<file path="src/hdl/stbma_pkg.sv">
// Operation
// - address and data tenures run independently
// - single-beat ack or last burst ack ends
// - master samples reads, drives writes on data
// - address-only transfer uses no data tenure
// - busy lines driven only while owning bus
// - request line asserted while address bus needed
// - take address bus only on qualified grant
// - parked qualified grant taken without request
// - address busy asserted throughout address mastership
// - data grant qualified by busy and retries
// - only associated address retry blocks data grant
// - write-only lets pending write pass reads
// - qualified data grant always taken when needed
// - at most one pipelined address tenure ahead
// - data tenures follow address order, except write-only
// - on grant: busy, drop request, address, start
package stbma_pkg;

    // ****************************************
    // widths and counts
    // ****************************************
    localparam int STBMA_ADDR_W = 32;
    localparam int STBMA_DATA_W = 64;
    localparam int STBMA_FIFO_DEPTH = 16;
    localparam int STBMA_BURST_BEATS = 4;
    localparam int STBMA_PEND_SLOTS = 2;

    // ****************************************
    // request word layout
    // ****************************************
    localparam int STBMA_REQ_W = STBMA_DATA_W + STBMA_ADDR_W + 3;
    localparam int STBMA_POS_DATA = 0;
    localparam int STBMA_POS_ADDR = STBMA_DATA_W;
    localparam int STBMA_POS_BURST = STBMA_DATA_W + STBMA_ADDR_W;
    localparam int STBMA_POS_WRITE = STBMA_POS_BURST + 1;
    localparam int STBMA_POS_AONLY = STBMA_POS_BURST + 2;

    // ****************************************
    // reset values
    // ****************************************
    localparam logic [2:0] STBMA_BEAT_RST = 3'h0;
    localparam logic STBMA_FLAG_RST = 1'b0;

    // ****************************************
    // tenure states
    // ****************************************
    typedef enum logic [1:0] {
        STBMA_A_IDLE,
        STBMA_A_XFER,
        STBMA_A_SNOOP
    } stbma_astate_e;

    typedef enum logic [0:0] {
        STBMA_D_IDLE,
        STBMA_D_XFER
    } stbma_dstate_e;

endpackage : stbma_pkg

</file>
<file path="src/hdl/stbma_fifo.sv">
`timescale 1ns/1ns
module stbma_fifo
    import stbma_pkg::*;
#(
    parameter int WIDTH = STBMA_REQ_W,
    parameter int DEPTH = STBMA_FIFO_DEPTH
) (
    // clock and reset
    input wire logic clk_sys_i,
    input wire logic rst_n_i,
    // fill side
    input wire logic in_valid_i,
    output logic in_ready_o,
    input wire logic [WIDTH-1:0] in_data_i,
    // drain side
    output logic out_valid_o,
    input wire logic out_ready_i,
    output logic [WIDTH-1:0] out_data_o
);

    localparam int PW = (DEPTH > 1) ? $clog2(DEPTH) : 1;
    localparam int CW = $clog2(DEPTH + 1);
    localparam logic [PW-1:0] PTR_LAST = PW'(DEPTH - 1);
    localparam logic [CW-1:0] CNT_FULL = CW'(DEPTH);

    typedef struct packed {
        logic [DEPTH-1:0][WIDTH-1:0] mem;
        logic [PW-1:0] wp;
        logic [PW-1:0] rp;
        logic [CW-1:0] cnt;
    } stbma_fifo_s;

    stbma_fifo_s s_r;
    stbma_fifo_s s_nxt;
    logic do_wr;
    logic do_rd;

    // ****************************************
    // handshakes
    // ****************************************
    // full and empty come straight from the count, so back-pressure is exact
    assign in_ready_o = (s_r.cnt != CNT_FULL);
    assign out_valid_o = (s_r.cnt != '0);
    assign out_data_o = s_r.mem[s_r.rp];
    assign do_wr = in_valid_i && in_ready_o;
    assign do_rd = out_valid_o && out_ready_i;

    // next state: pointers wrap explicitly so depth need not be a power of two
    always_comb begin
        s_nxt = s_r;
        if (do_wr) begin
            s_nxt.mem[s_r.wp] = in_data_i;
            s_nxt.wp = (s_r.wp == PTR_LAST) ? '0 : s_r.wp + 1'b1;
        end
        if (do_rd) begin
            s_nxt.rp = (s_r.rp == PTR_LAST) ? '0 : s_r.rp + 1'b1;
        end
        if (do_wr && !do_rd) begin
            s_nxt.cnt = s_r.cnt + 1'b1;
        end else if (do_rd && !do_wr) begin
            s_nxt.cnt = s_r.cnt - 1'b1;
        end
    end

    // state register
    always_ff @(posedge clk_sys_i) begin
        if (!rst_n_i) begin
            s_r <= '0;
        end else begin
            s_r <= s_nxt;
        end
    end

endmodule : stbma_fifo

</file>
<file path="src/hdl/stbma_master.sv">
`timescale 1ns/1ns
module stbma_master
    import stbma_pkg::*;
#(
    parameter int FIFO_DEPTH = STBMA_FIFO_DEPTH,
    parameter int BURST_BEATS = STBMA_BURST_BEATS
) (
    // clock and reset
    input wire logic clk_sys_i,
    input wire logic rst_n_i,
    // user request stream
    input wire logic req_valid_i,
    output logic req_ready_o,
    input wire logic [STBMA_ADDR_W-1:0] req_addr_i,
    input wire logic req_write_i,
    input wire logic req_burst_i,
    input wire logic req_addr_only_i,
    input wire logic [STBMA_DATA_W-1:0] req_wdata_i,
    // user read return
    output logic rd_valid_o,
    output logic rd_last_o,
    output logic [STBMA_DATA_W-1:0] rd_data_o,
    // address bus arbitration
    output logic addr_bus_request_o,
    input wire logic addr_bus_grant_i,
    input wire logic addr_busy_i,
    output logic addr_busy_o,
    output logic addr_busy_oe_o,
    input wire logic addr_retry_i,
    input wire logic addr_ack_i,
    // address transfer
    output logic xfer_start_o,
    output logic addr_oe_o,
    output logic [STBMA_ADDR_W-1:0] addr_o,
    output logic xfer_write_o,
    output logic xfer_burst_o,
    output logic xfer_addr_only_o,
    // data bus arbitration
    input wire logic data_bus_grant_i,
    input wire logic data_busy_i,
    output logic data_busy_o,
    output logic data_busy_oe_o,
    input wire logic data_retry_i,
    input wire logic write_only_i,
    // data transfer
    input wire logic data_ack_i,
    input wire logic [STBMA_DATA_W-1:0] data_i,
    output logic [STBMA_DATA_W-1:0] data_o,
    output logic data_oe_o
);

    localparam logic [2:0] BEAT_LAST = 3'(BURST_BEATS - 1);

    typedef struct packed {
        stbma_astate_e a_st;
        stbma_dstate_e d_st;
        logic [STBMA_PEND_SLOTS-1:0] slot_v;
        logic [STBMA_PEND_SLOTS-1:0] slot_w;
        logic [STBMA_PEND_SLOTS-1:0] slot_b;
        logic [STBMA_PEND_SLOTS-1:0] slot_c;
        logic [STBMA_PEND_SLOTS-1:0][STBMA_DATA_W-1:0] slot_d;
        logic d_sel;
        logic [2:0] beat;
        logic ts;
        logic [STBMA_ADDR_W-1:0] addr;
        logic xw;
        logic xb;
        logic xao;
        logic [STBMA_DATA_W-1:0] dout;
        logic ddrv;
        logic [STBMA_DATA_W-1:0] rdat;
        logic rval;
        logic rlast;
    } stbma_state_s;

    stbma_state_s s_r;
    stbma_state_s s_nxt;

    // ****************************************
    // request queue
    // ****************************************
    logic hd_valid;
    logic fifo_pop;
    logic [STBMA_REQ_W-1:0] hd_word;
    logic hd_ao;
    logic hd_w;
    logic hd_b;
    logic [STBMA_ADDR_W-1:0] hd_a;
    logic [STBMA_DATA_W-1:0] hd_d;

    // the head stays queued until the snoop window passes, so a retry replays it
    stbma_fifo #(
        .WIDTH(STBMA_REQ_W),
        .DEPTH(FIFO_DEPTH)
    ) u_req_fifo (
        .clk_sys_i(clk_sys_i),
        .rst_n_i(rst_n_i),
        .in_valid_i(req_valid_i),
        .in_ready_o(req_ready_o),
        .in_data_i({req_addr_only_i, req_write_i, req_burst_i, req_addr_i, req_wdata_i}),
        .out_valid_o(hd_valid),
        .out_ready_i(fifo_pop),
        .out_data_o(hd_word)
    );

    assign hd_ao = hd_word[STBMA_POS_AONLY];
    assign hd_w = hd_word[STBMA_POS_WRITE];
    assign hd_b = hd_word[STBMA_POS_BURST];
    assign hd_a = hd_word[STBMA_POS_ADDR +: STBMA_ADDR_W];
    assign hd_d = hd_word[STBMA_POS_DATA +: STBMA_DATA_W];

    // ****************************************
    // qualification
    // ****************************************
    logic need_bus;
    logic qual_ag;
    logic qual_dg;
    logic dsel;

    // a new data-carrying address tenure only when a pending slot is free, one level deep; address-only ones need no slot
    assign need_bus = hd_valid && (hd_ao || !s_r.slot_v[1]);
    assign qual_ag = addr_bus_grant_i && !addr_busy_i && !addr_retry_i;

    // write-only lets a queued write overtake an older read
    assign dsel = write_only_i && s_r.slot_v[1] && s_r.slot_w[1] && !s_r.slot_w[0];

    // retry blocks the grant only for the tenure still in its snoop window
    assign qual_dg = data_bus_grant_i && !data_busy_i && !data_retry_i
                     && !(addr_retry_i && !s_r.slot_c[dsel]);

    // ****************************************
    // outputs
    // ****************************************
    // parked: a grant already present means no request is raised
    assign addr_bus_request_o = (s_r.a_st == STBMA_A_IDLE) && need_bus && !addr_bus_grant_i;
    assign addr_busy_o = (s_r.a_st == STBMA_A_XFER);
    assign addr_busy_oe_o = (s_r.a_st == STBMA_A_XFER);
    assign addr_oe_o = (s_r.a_st == STBMA_A_XFER);
    assign xfer_start_o = s_r.ts;
    assign addr_o = s_r.addr;
    assign xfer_write_o = s_r.xw;
    assign xfer_burst_o = s_r.xb;
    assign xfer_addr_only_o = s_r.xao;
    assign data_busy_o = (s_r.d_st == STBMA_D_XFER);
    assign data_busy_oe_o = (s_r.d_st == STBMA_D_XFER);
    assign data_o = s_r.dout;
    assign data_oe_o = s_r.ddrv;
    assign rd_valid_o = s_r.rval;
    assign rd_last_o = s_r.rlast;
    assign rd_data_o = s_r.rdat;

    // last beat of the running tenure
    function automatic logic stbma_is_last(input logic burst, input logic [2:0] beat);
        stbma_is_last = !burst || (beat == BEAT_LAST);
    endfunction : stbma_is_last

    // ****************************************
    // next state
    // ****************************************
    logic [STBMA_PEND_SLOTS-1:0] kill;
    logic enq;
    logic conf;
    logic eidx;

    always_comb begin
        s_nxt = s_r;
        kill = '0;
        enq = 1'b0;
        conf = 1'b0;
        eidx = 1'b0;
        fifo_pop = 1'b0;
        s_nxt.ts = 1'b0;
        s_nxt.rval = 1'b0;
        s_nxt.rlast = 1'b0;
        // address tenure
        case (s_r.a_st)
            STBMA_A_IDLE: begin
                if (need_bus && qual_ag) begin
                    s_nxt.a_st = STBMA_A_XFER;
                    s_nxt.ts = 1'b1;
                    s_nxt.addr = hd_a;
                    s_nxt.xw = hd_w;
                    s_nxt.xb = hd_b;
                    s_nxt.xao = hd_ao;
                    enq = !hd_ao;
                end
            end
            STBMA_A_XFER: begin
                if (addr_ack_i) begin
                    s_nxt.a_st = STBMA_A_SNOOP;
                end
            end
            STBMA_A_SNOOP: begin
                // busy stays low here, giving the gap after acknowledge
                s_nxt.a_st = STBMA_A_IDLE;
                if (addr_retry_i) begin
                    kill = s_r.slot_v & ~s_r.slot_c;
                end else begin
                    fifo_pop = 1'b1;
                    conf = 1'b1;
                end
            end
            default: begin
                s_nxt.a_st = STBMA_A_IDLE;
            end
        endcase
        // data tenure, may start while the address tenure still runs
        case (s_r.d_st)
            STBMA_D_IDLE: begin
                if (s_r.slot_v[dsel] && qual_dg) begin
                    s_nxt.d_st = STBMA_D_XFER;
                    s_nxt.d_sel = dsel;
                    s_nxt.beat = STBMA_BEAT_RST;
                    s_nxt.dout = s_r.slot_d[dsel];
                    s_nxt.ddrv = s_r.slot_w[dsel];
                end
            end
            STBMA_D_XFER: begin
                if (kill[s_r.d_sel]) begin
                    // the address tenure behind it was retried: drop the data
                    s_nxt.d_st = STBMA_D_IDLE;
                    s_nxt.ddrv = STBMA_FLAG_RST;
                end else if (data_ack_i) begin
                    s_nxt.beat = s_r.beat + 3'h1;
                    if (!s_r.slot_w[s_r.d_sel]) begin
                        s_nxt.rdat = data_i;
                        s_nxt.rval = 1'b1;
                    end
                    if (stbma_is_last(s_r.slot_b[s_r.d_sel], s_r.beat)) begin
                        kill[s_r.d_sel] = 1'b1;
                        s_nxt.d_st = STBMA_D_IDLE;
                        s_nxt.ddrv = STBMA_FLAG_RST;
                        s_nxt.rlast = !s_r.slot_w[s_r.d_sel];
                    end
                end
            end
            default: begin
                s_nxt.d_st = STBMA_D_IDLE;
            end
        endcase
        // compact the pending slots so slot 0 is always the oldest
        if (kill == 2'h3) begin
            s_nxt.slot_v = '0;
        end else if (kill[0]) begin
            s_nxt.slot_v[0] = s_r.slot_v[1];
            s_nxt.slot_w[0] = s_r.slot_w[1];
            s_nxt.slot_b[0] = s_r.slot_b[1];
            s_nxt.slot_c[0] = s_r.slot_c[1];
            s_nxt.slot_d[0] = s_r.slot_d[1];
            s_nxt.slot_v[1] = 1'b0;
        end else if (kill[1]) begin
            s_nxt.slot_v[1] = 1'b0;
        end
        if (conf) begin
            s_nxt.slot_c = s_nxt.slot_v;
        end
        if (enq) begin
            eidx = s_nxt.slot_v[0];
            s_nxt.slot_v[eidx] = 1'b1;
            s_nxt.slot_w[eidx] = hd_w;
            s_nxt.slot_b[eidx] = hd_b;
            s_nxt.slot_c[eidx] = 1'b0;
            s_nxt.slot_d[eidx] = hd_d;
        end
    end

    // state register; all flags clear and both buses released at reset
    always_ff @(posedge clk_sys_i) begin
        if (!rst_n_i) begin
            s_r <= '0;
        end else begin
            s_r <= s_nxt;
        end
    end

    // ****************************************
    // checks
    // ****************************************
    a_grant_taken: assert property (@(posedge clk_sys_i) disable iff (!rst_n_i)
        (s_r.a_st == STBMA_A_IDLE && need_bus && qual_ag) |=> xfer_start_o && addr_busy_oe_o)
        else $error("qualified grant not taken");
    a_grant_unqual: assert property (@(posedge clk_sys_i) disable iff (!rst_n_i)
        (s_r.a_st == STBMA_A_IDLE && (!addr_bus_grant_i || addr_busy_i || addr_retry_i)) |=> !xfer_start_o)
        else $error("address bus taken without qualified grant");
    a_take_sequence: assert property (@(posedge clk_sys_i) disable iff (!rst_n_i)
        xfer_start_o |-> addr_busy_o && addr_oe_o && !addr_bus_request_o && addr_o == $past(hd_a))
        else $error("start without busy, address or dropped request");
    a_busy_hold: assert property (@(posedge clk_sys_i) disable iff (!rst_n_i)
        (xfer_start_o && !addr_ack_i) |=> addr_busy_o)
        else $error("address busy dropped before acknowledge");
    a_busy_gap: assert property (@(posedge clk_sys_i) disable iff (!rst_n_i)
        (addr_busy_oe_o && addr_ack_i) |=> !addr_busy_oe_o [*2])
        else $error("address busy not negated after acknowledge");
    a_depth_one: assert property (@(posedge clk_sys_i) disable iff (!rst_n_i)
        (s_r.a_st == STBMA_A_IDLE && s_r.slot_v[1] && !hd_ao) |=> !xfer_start_o)
        else $error("second pipelined address tenure started");
    a_data_take: assert property (@(posedge clk_sys_i) disable iff (!rst_n_i)
        (s_r.d_st == STBMA_D_IDLE && s_r.slot_v[dsel] && qual_dg) |=> data_busy_oe_o && data_oe_o == s_r.slot_w[s_r.d_sel])
        else $error("qualified data grant not taken");
    a_data_unqual: assert property (@(posedge clk_sys_i) disable iff (!rst_n_i)
        (s_r.d_st == STBMA_D_IDLE && (data_busy_i || data_retry_i || !data_bus_grant_i)) |=> !data_busy_oe_o)
        else $error("data bus taken without qualified grant");
    a_single_end: assert property (@(posedge clk_sys_i) disable iff (!rst_n_i)
        (data_busy_oe_o && data_ack_i && !s_r.slot_b[s_r.d_sel]) |=> !data_busy_oe_o && !data_oe_o)
        else $error("single beat did not end data tenure");
    a_burst_mid: assert property (@(posedge clk_sys_i) disable iff (!rst_n_i)
        (data_busy_oe_o && data_ack_i && s_r.slot_b[s_r.d_sel] && s_r.beat == 3'h0 && !kill[s_r.d_sel])
        |=> data_busy_oe_o)
        else $error("burst ended on first beat");
    a_write_only: assert property (@(posedge clk_sys_i) disable iff (!rst_n_i)
        (s_r.d_st == STBMA_D_IDLE && qual_dg && write_only_i && s_r.slot_v == 2'h3 && !s_r.slot_w[0] && s_r.slot_w[1])
        |=> s_r.d_sel && data_oe_o)
        else $error("write-only did not pass pending write");
    a_reset_idle: assert property (@(posedge clk_sys_i)
        !rst_n_i |=> !addr_busy_oe_o && !data_busy_oe_o && !addr_bus_request_o && !data_oe_o)
        else $error("bus driven after reset");

    c_parked: cover property (@(posedge clk_sys_i) disable iff (!rst_n_i)
        (s_r.a_st == STBMA_A_IDLE && need_bus && qual_ag && !$past(addr_bus_request_o)));
    c_retry: cover property (@(posedge clk_sys_i) disable iff (!rst_n_i)
        (s_r.a_st == STBMA_A_SNOOP && addr_retry_i));
    c_reorder: cover property (@(posedge clk_sys_i) disable iff (!rst_n_i)
        (s_r.d_st == STBMA_D_IDLE && qual_dg && dsel));
    c_burst_done: cover property (@(posedge clk_sys_i) disable iff (!rst_n_i)
        (data_busy_oe_o && data_ack_i && s_r.slot_b[s_r.d_sel] && s_r.beat == BEAT_LAST));

endmodule : stbma_master

</file>
<file path="config.mk">
export PLATFORM = sky130hd
export DESIGN_NAME = stbma_master
export DESIGN_NICKNAME = d
export VERILOG_FILES = /design/src/hdl/stbma_pkg.sv /design/src/hdl/stbma_fifo.sv /design/src/hdl/stbma_master.sv
export SDC_FILE = /design/constraint.sdc
export NUM_CORES = 2
export LEC_CHECK = 0
export BUFFER_PORTS_ARGS = -buffer_cell sky130_fd_sc_hd__clkbuf_2
export CORE_UTILIZATION = 50
export CTS_CLUSTER_DIAMETER = 40
export CTS_CLUSTER_SIZE = 28
export DETAILED_ROUTE_END_ITERATION = 8
export GPL_ROUTABILITY_DRIVEN = 0
export PLACE_DENSITY = 0.71
export SETUP_SLACK_MARGIN = 0.1
export SLEW_MARGIN = 20
export SYNTH_ARGS = -nofsm -noshare
export SYNTH_HDL_FRONTEND = slang
export SYNTH_SLANG_ARGS = --single-unit
</file>
<file path="constraint.sdc">
create_clock -name clk_sys_i -period 3.19 [get_ports clk_sys_i]
set_input_delay 0.319 -clock clk_sys_i [delete_from_list [all_inputs] [get_ports clk_sys_i]]
set_output_delay 0.319 -clock clk_sys_i [all_outputs]
set_load 0.005 [all_outputs]
</file>
* Word-level counts from Yosys, hierarchy flattened
Index checks and enable logic that the tools add are counted.
Operators by class: $mul 0, reductions and logical operators 49, equal/unequal tests 14, divide/modulo/power cells 0, add/sub/neg operators 5, bitwise gates (word level) 12, order comparisons 8, multiplexer cells 76, shift-type cells 0
Operators with widths (count):
- bitwise mux 1584 bit | 1
- binary-select mux 99 bit (select 4 bit) | 1
- demux 99 bit (select 4 bit) | 1
- two-way mux 64 bit | 5
- two-way mux 99 bit | 2
- two-way mux 136 bit | 1
- bitwise mux 128 bit | 1
- two-way mux 67 bit | 1
- two-way mux 65 bit | 1
- demux 64 bit (select 1 bit) | 1
- two-way mux 36 bit | 1
- two-way mux 1 bit | 35
- logical AND 1 bit | 21
- two-way mux 2 bit | 10
- logical NOT 1 bit | 14
- less-than comparator 4 x 5 -> 1 bit, second input constant | 2
- two-way mux 5 bit | 2
- two-way mux 3 bit | 3
- adder 4 x 1 -> 4 bit, second input constant | 2
- == test 4 bit, second input constant | 2
- two-way mux 4 bit | 2
- AND reduction 2 bit | 4
- less-than comparator 1 x 2 -> 1 bit, second input constant | 3
- inequality test 2 bit, second input constant | 3
- other kinds (29) | 45
Word-level totals: flip-flop bits (word level) 1907, RAM bits 0, output and inout port bits 174, ROM bits 0, bits in latches 0, memories 0, input bits 175, logic and storage cells 205

* Logic depth before layout (Yosys ltp)
depth in word-level cells 19, gate-level depth with buffers 13, mapped depth without buffers 13

* Cells and area by module
A second synthesis with hierarchy kept.
Unflattened totals: cell total of the unflattened synthesis 9578, area, all modules 85132.9 µm²
By module, submodules not included:
- stbma_fifo | cells each 8011, times used 1, sequential area each 31970.7 µm², area each 71695.0 µm²
- stbma_master | cells each 1567, times used 1, sequential area each 6206.0 µm², area each 13437.9 µm²

* Least setup slack after synthesis
No wires, ideal clock.
path kind register -> register, from register u_req_fifo.s_r[0] (netlist bit), to register u_req_fifo.s_r[4] (netlist bit), clock period less this slack 2.805 ns, arrival 2.735 ns, path slack 0.385 ns, library setup time 0.070 ns, path buffers 0, stages on the path, launching flop included 13, data required time 3.120 ns, cell sequence dfxtp_1 -> nor4_1 -> nor2b_1 -> nor2_1 -> inv_1 -> ha_1 -> inv_1 -> fa_1 -> a21o_1 -> a21oi_1 -> xnor2_1 -> or3_1 -> a21oi_1
On the way: longest elaborated chain between the ends 5, elaborated cells between the ends (all ways) 13, those cells by class add/sub (2); eq/ne (1); mux (2); reduce/logical (8)
RTL lines:
- start, declared | RTL line stbma_fifo.sv:33 | stbma_fifo_s s_r;
- start signal, assigned | RTL line stbma_fifo.sv:70 | s_r <= s_nxt;
- parallel branches: the longest is 5 deep, another holds subtractor 5 x 1 -> 5 bit
Parallel ways; which one is timed is not known. The select of a mux whose other input is x is not followed. A chain may end at the register's enable or synchronous reset.

* Final worst setup path
from register u_req_fifo.s_r[7] (netlist bit), to output port addr_bus_request_o
On the way: longest elaborated chain between the ends 6
RTL lines:
- binary-select mux 99 bit (select 4 bit) | RTL line stbma_fifo.sv:44 | assign out_data_o = s_r.mem[s_r.rp];
- two-way mux 99 bit (implied by the code) | RTL line stbma_fifo.sv:44
- logical OR 1 bit | RTL line stbma_master.sv:121 | assign need_bus = hd_valid && (hd_ao || !s_r.slot_v[1]);
- logical AND 1 bit | RTL line stbma_master.sv:121
- logical AND 1 bit (2 in series) | RTL line stbma_master.sv:135 | assign addr_bus_request_o = (s_r.a_st == STBMA_A_IDLE) && need_bus && !addr_bus_grant_i;
- end, declared | RTL line stbma_master.sv:24 | output logic addr_bus_request_o,
Every way passes these cells. The select of a mux whose other input is x is not followed.

==> results by group <==
Logic synthesis
  • Ys async rst share: 0
  • Number of synthesized flops with an enable pin: 0
  • Top FF cell, synth: dfxtp_1
  • Mapped Area: 80,500 um2
  • Post-synthesis cell count: 9,600
  • Post-Synthesis Net Count: 9,787
  • Commonest cells in the synthesized netlist: 3,579 x nand2_1, 1,907 x dfxtp_1, 1,666 x a21oi_1
  • Most common cell in the synthesized netlist: nand2_1
  • Number of synthesized register bits: 1,907
  • Netlist cell types: 51
  • Top cell type's share of synthesized area: 0.474
  • Yosys top cell by area: dfxtp_1
  • Sequential fraction of the synthesis area: 0.474
  • Ranking of synthesized cells by area: dfxtp_1 47%, nand2_1 17%, a21oi_1 10%
  • Mean area per synthesized cell: 8.38 um2
  • Synth warn: 0

STA
  • Worst slew pin tran: 0.895 ns
  • Clock Skew: 0.0502 ns
  • Setup TNS: 0 ns
  • Max Fclk: 331 MHz
  • WHS: 0.0621 ns
  • Tmin final: 3.02 ns
  • Final WS setup: 0.169 ns
  • Final Hold Vio Count: 0
  • Final setup viols: 0
  • Unrepaired setup endpoints after global routing: false
  • Slew headroom: 0.403
  • Tcrit/Tclk final: 0.947
  • Max-slew violation count: 0

Clock network
  • Root buf cell: clkbuf_16
  • H-tree depth: 4
  • Number of buffers created by CTS: 223
  • Worst-case clock buffer depth: 3
  • Reg clk slew, reported paths: 0.06 ns
  • # clock sinks: 1,907
  • Clock latency on the worst-skew pair: 0.91 ns
  • CTS tree: built

Status
  • Outcome: finished, final reports clean

Power and ir drop
  • PD cells: 592 nW/um2
  • Overall power: 55.2 mW
  • Internal Power: 40.9 mW
  • Fraction of power consumed by combinational cells: 0.070
  • Switch share: 0.260
  • Max VDD drop: 572 uV
  • Seq pwr share: 0.444
  • P_sw: 14.3 mW
  • Clock share of power: 0.486
  • Lkg Pwr: 31.8 nW

Critical path
  • Maximum fanout along the worst path: 7
  • Startpoint Class: flip-flop
  • Crit path capture type: output pin
  • Kind of critical path: flip-flop to output pin
  • Critical Path RT: 2.87 ns
  • Arrival time at the worst endpoint: 2.70 ns
  • Worst-case reg-to-reg path depth: 8

Cells and area
  • Post-route cell area: 93,300 um2
  • Nets@finish: 9,635
  • Area delta synth->final: 15.9%
  • Layout cell share with drive strength beyond 1: 0.159
  • Final Util: 0.586
  • Final non-filler cell total: 11,800

Route
  • Routed length per instance: 22.5 um
  • Via count: 70,800
  • Pre-antenna DRT Iters: 8
  • Drt total wl: 266,000 um
  • Post-DRT Antenna Nets: 0
  • Initial DRC count: 8,552
  • Number of vias per cell: 6.00
  • # DRC: 0

Global route
  • Vias in the first global route: 68,300
  • Aggregate global routing overflow: 0
  • Largest net degree at the start of global routing: 122
  • Number of antenna violations at the first check in global routing: 19
  • Global-route wire length before repair: 401,000 um
  • GRT Total Usage: 0.316

Placed design
  • DP Worst Slack: 0.322 ns
  • Placed insts: 11,200
  • I/O Buffers: 348
  • Detail Placement HPWL: 141,000 um
  • Area of placed instances: 83,400 um2

Floorplan
  • Rows: 146
  • IO Pins: 349
  • DIE HEIGHT: 403 um
  • Core area: 159,000 um2
  • Die width: 403 um
  • Initial core utilization: 0.506
  • Die Area: 163,000 um2

Run
  • Max Cap Viol: 0

Min path
  • Hold crit path type: input pin to flip-flop
  • Hold Crit Depth: 6
[path summary, 6_finish.rpt]
check | startpoint | endpoint | slack [ns]
worst min register to register | u_req_fifo.s_r[762]$_SDFFE_PN0P_ | u_req_fifo.s_r[762]$_SDFFE_PN0P_ | 0.45
worst min-delay path | addr_retry_i | s_r[305]$_SDFF_PN0_ | 0.06
worst max register to register | u_req_fifo.s_r[6]$_SDFFE_PN0P_ | s_r[290]$_SDFFE_PN0P_ | 0.22
worst max-delay path | u_req_fifo.s_r[7]$_SDFFE_PN0P_ | addr_bus_request_o | 0.17
[layout by cell type, fill, tap and decap left out, types with 130 or more instances in the layout]
master            n
nand2_1        3579
dlygate4sd3_1   170
mux2i_1         143
mux2_2          130
a21oi_1        1666
clkbuf_16       224
mux4_2          361
clkbuf_2        347
nor2_1          152
a22o_1          132
dfxtp_1        1903
[power groups by stage]
stage / combinational, mW / clock (mW) / sequential (mW)
finish: 3.89 / 26.8 / 24.5
global route: 4.10 / 28.0 / 24.6
CTS: 3.80 / 27.0 / 24.5
detailed placement: 3.58 / 0 / 25.0
global placement: 3.51 / 0 / 25.0
floorplan: 2.32 / 0 / 25.0
[final cells by class]
cell class,count,area (um2)
multi-input combinational,6557,37700
clock inverter,170,2100
inverter,10,48.8
timing repair buffer,749,6680
clock buffer,253,5840
tap,2146,2690
antenna,15,37.5
sequential,1907,38200
fill,13300,65800
[critical path: stages, from the launching register on]
cell and delay (ns):
dfxtp_4 0.41, mux2_1 0.35, mux4_2 0.52, o32ai_4 0.17, or3_4 0.20, nor3_2 0.05, clkbuf_2 0.11
[layer usage]
metal / track usage / part of all wire
met1: 0.397 / 0.37
met2: 0.518 / 0.47
met3: 0.0648 / 0.11
met4: 0.154 / 0.048
met5: 0 / 0.00024
[registers in the layout, summed over array words and instances (netlist names)]
| register | cells |
|---|---|
| rd_data_o | 64 |
| addr_o | 32 |
| u_req_fifo.s_r | 1597 |
| xfer_start_o | 1 |
| xfer_burst_o | 1 |
| rd_valid_o | 1 |
| data_o | 64 |
| rd_last_o | 1 |
| s_r | 142 |
| data_oe_o | 1 |
| xfer_write_o | 1 |
| xfer_addr_only_o | 1 |
| data_busy_o | 1 |
[kinds of logic after synthesis]
group / count (synthesis) / synth area share
and+or+nand+nor: 3849 / 0.182
AOI/OAI and AO/OA: 2049 / 0.140
DFF: 1907 / 0.474
buffers and inverters: 1136 / 0.0624
muxes: 639 / 0.138
adders and majority gates: 12 / 0.00196
xor gates and xnor gates: 8 / 0.000871
[repair_timing]
| item | 4_1_cts | 5_1_grt |
|---|---|---|
| endpoints found under the hold margin | 1677 | 0 |
| hold buffers | 170 | 0 |
| pin swaps | 1 | 0 |
| buffers inserted | 10 | 0 |
| gates resized for setup | 9 | 2 |
| endpoints found under the setup margin | 1 | 1 |
No activity file was read; power rests on OpenSTA's default activity.
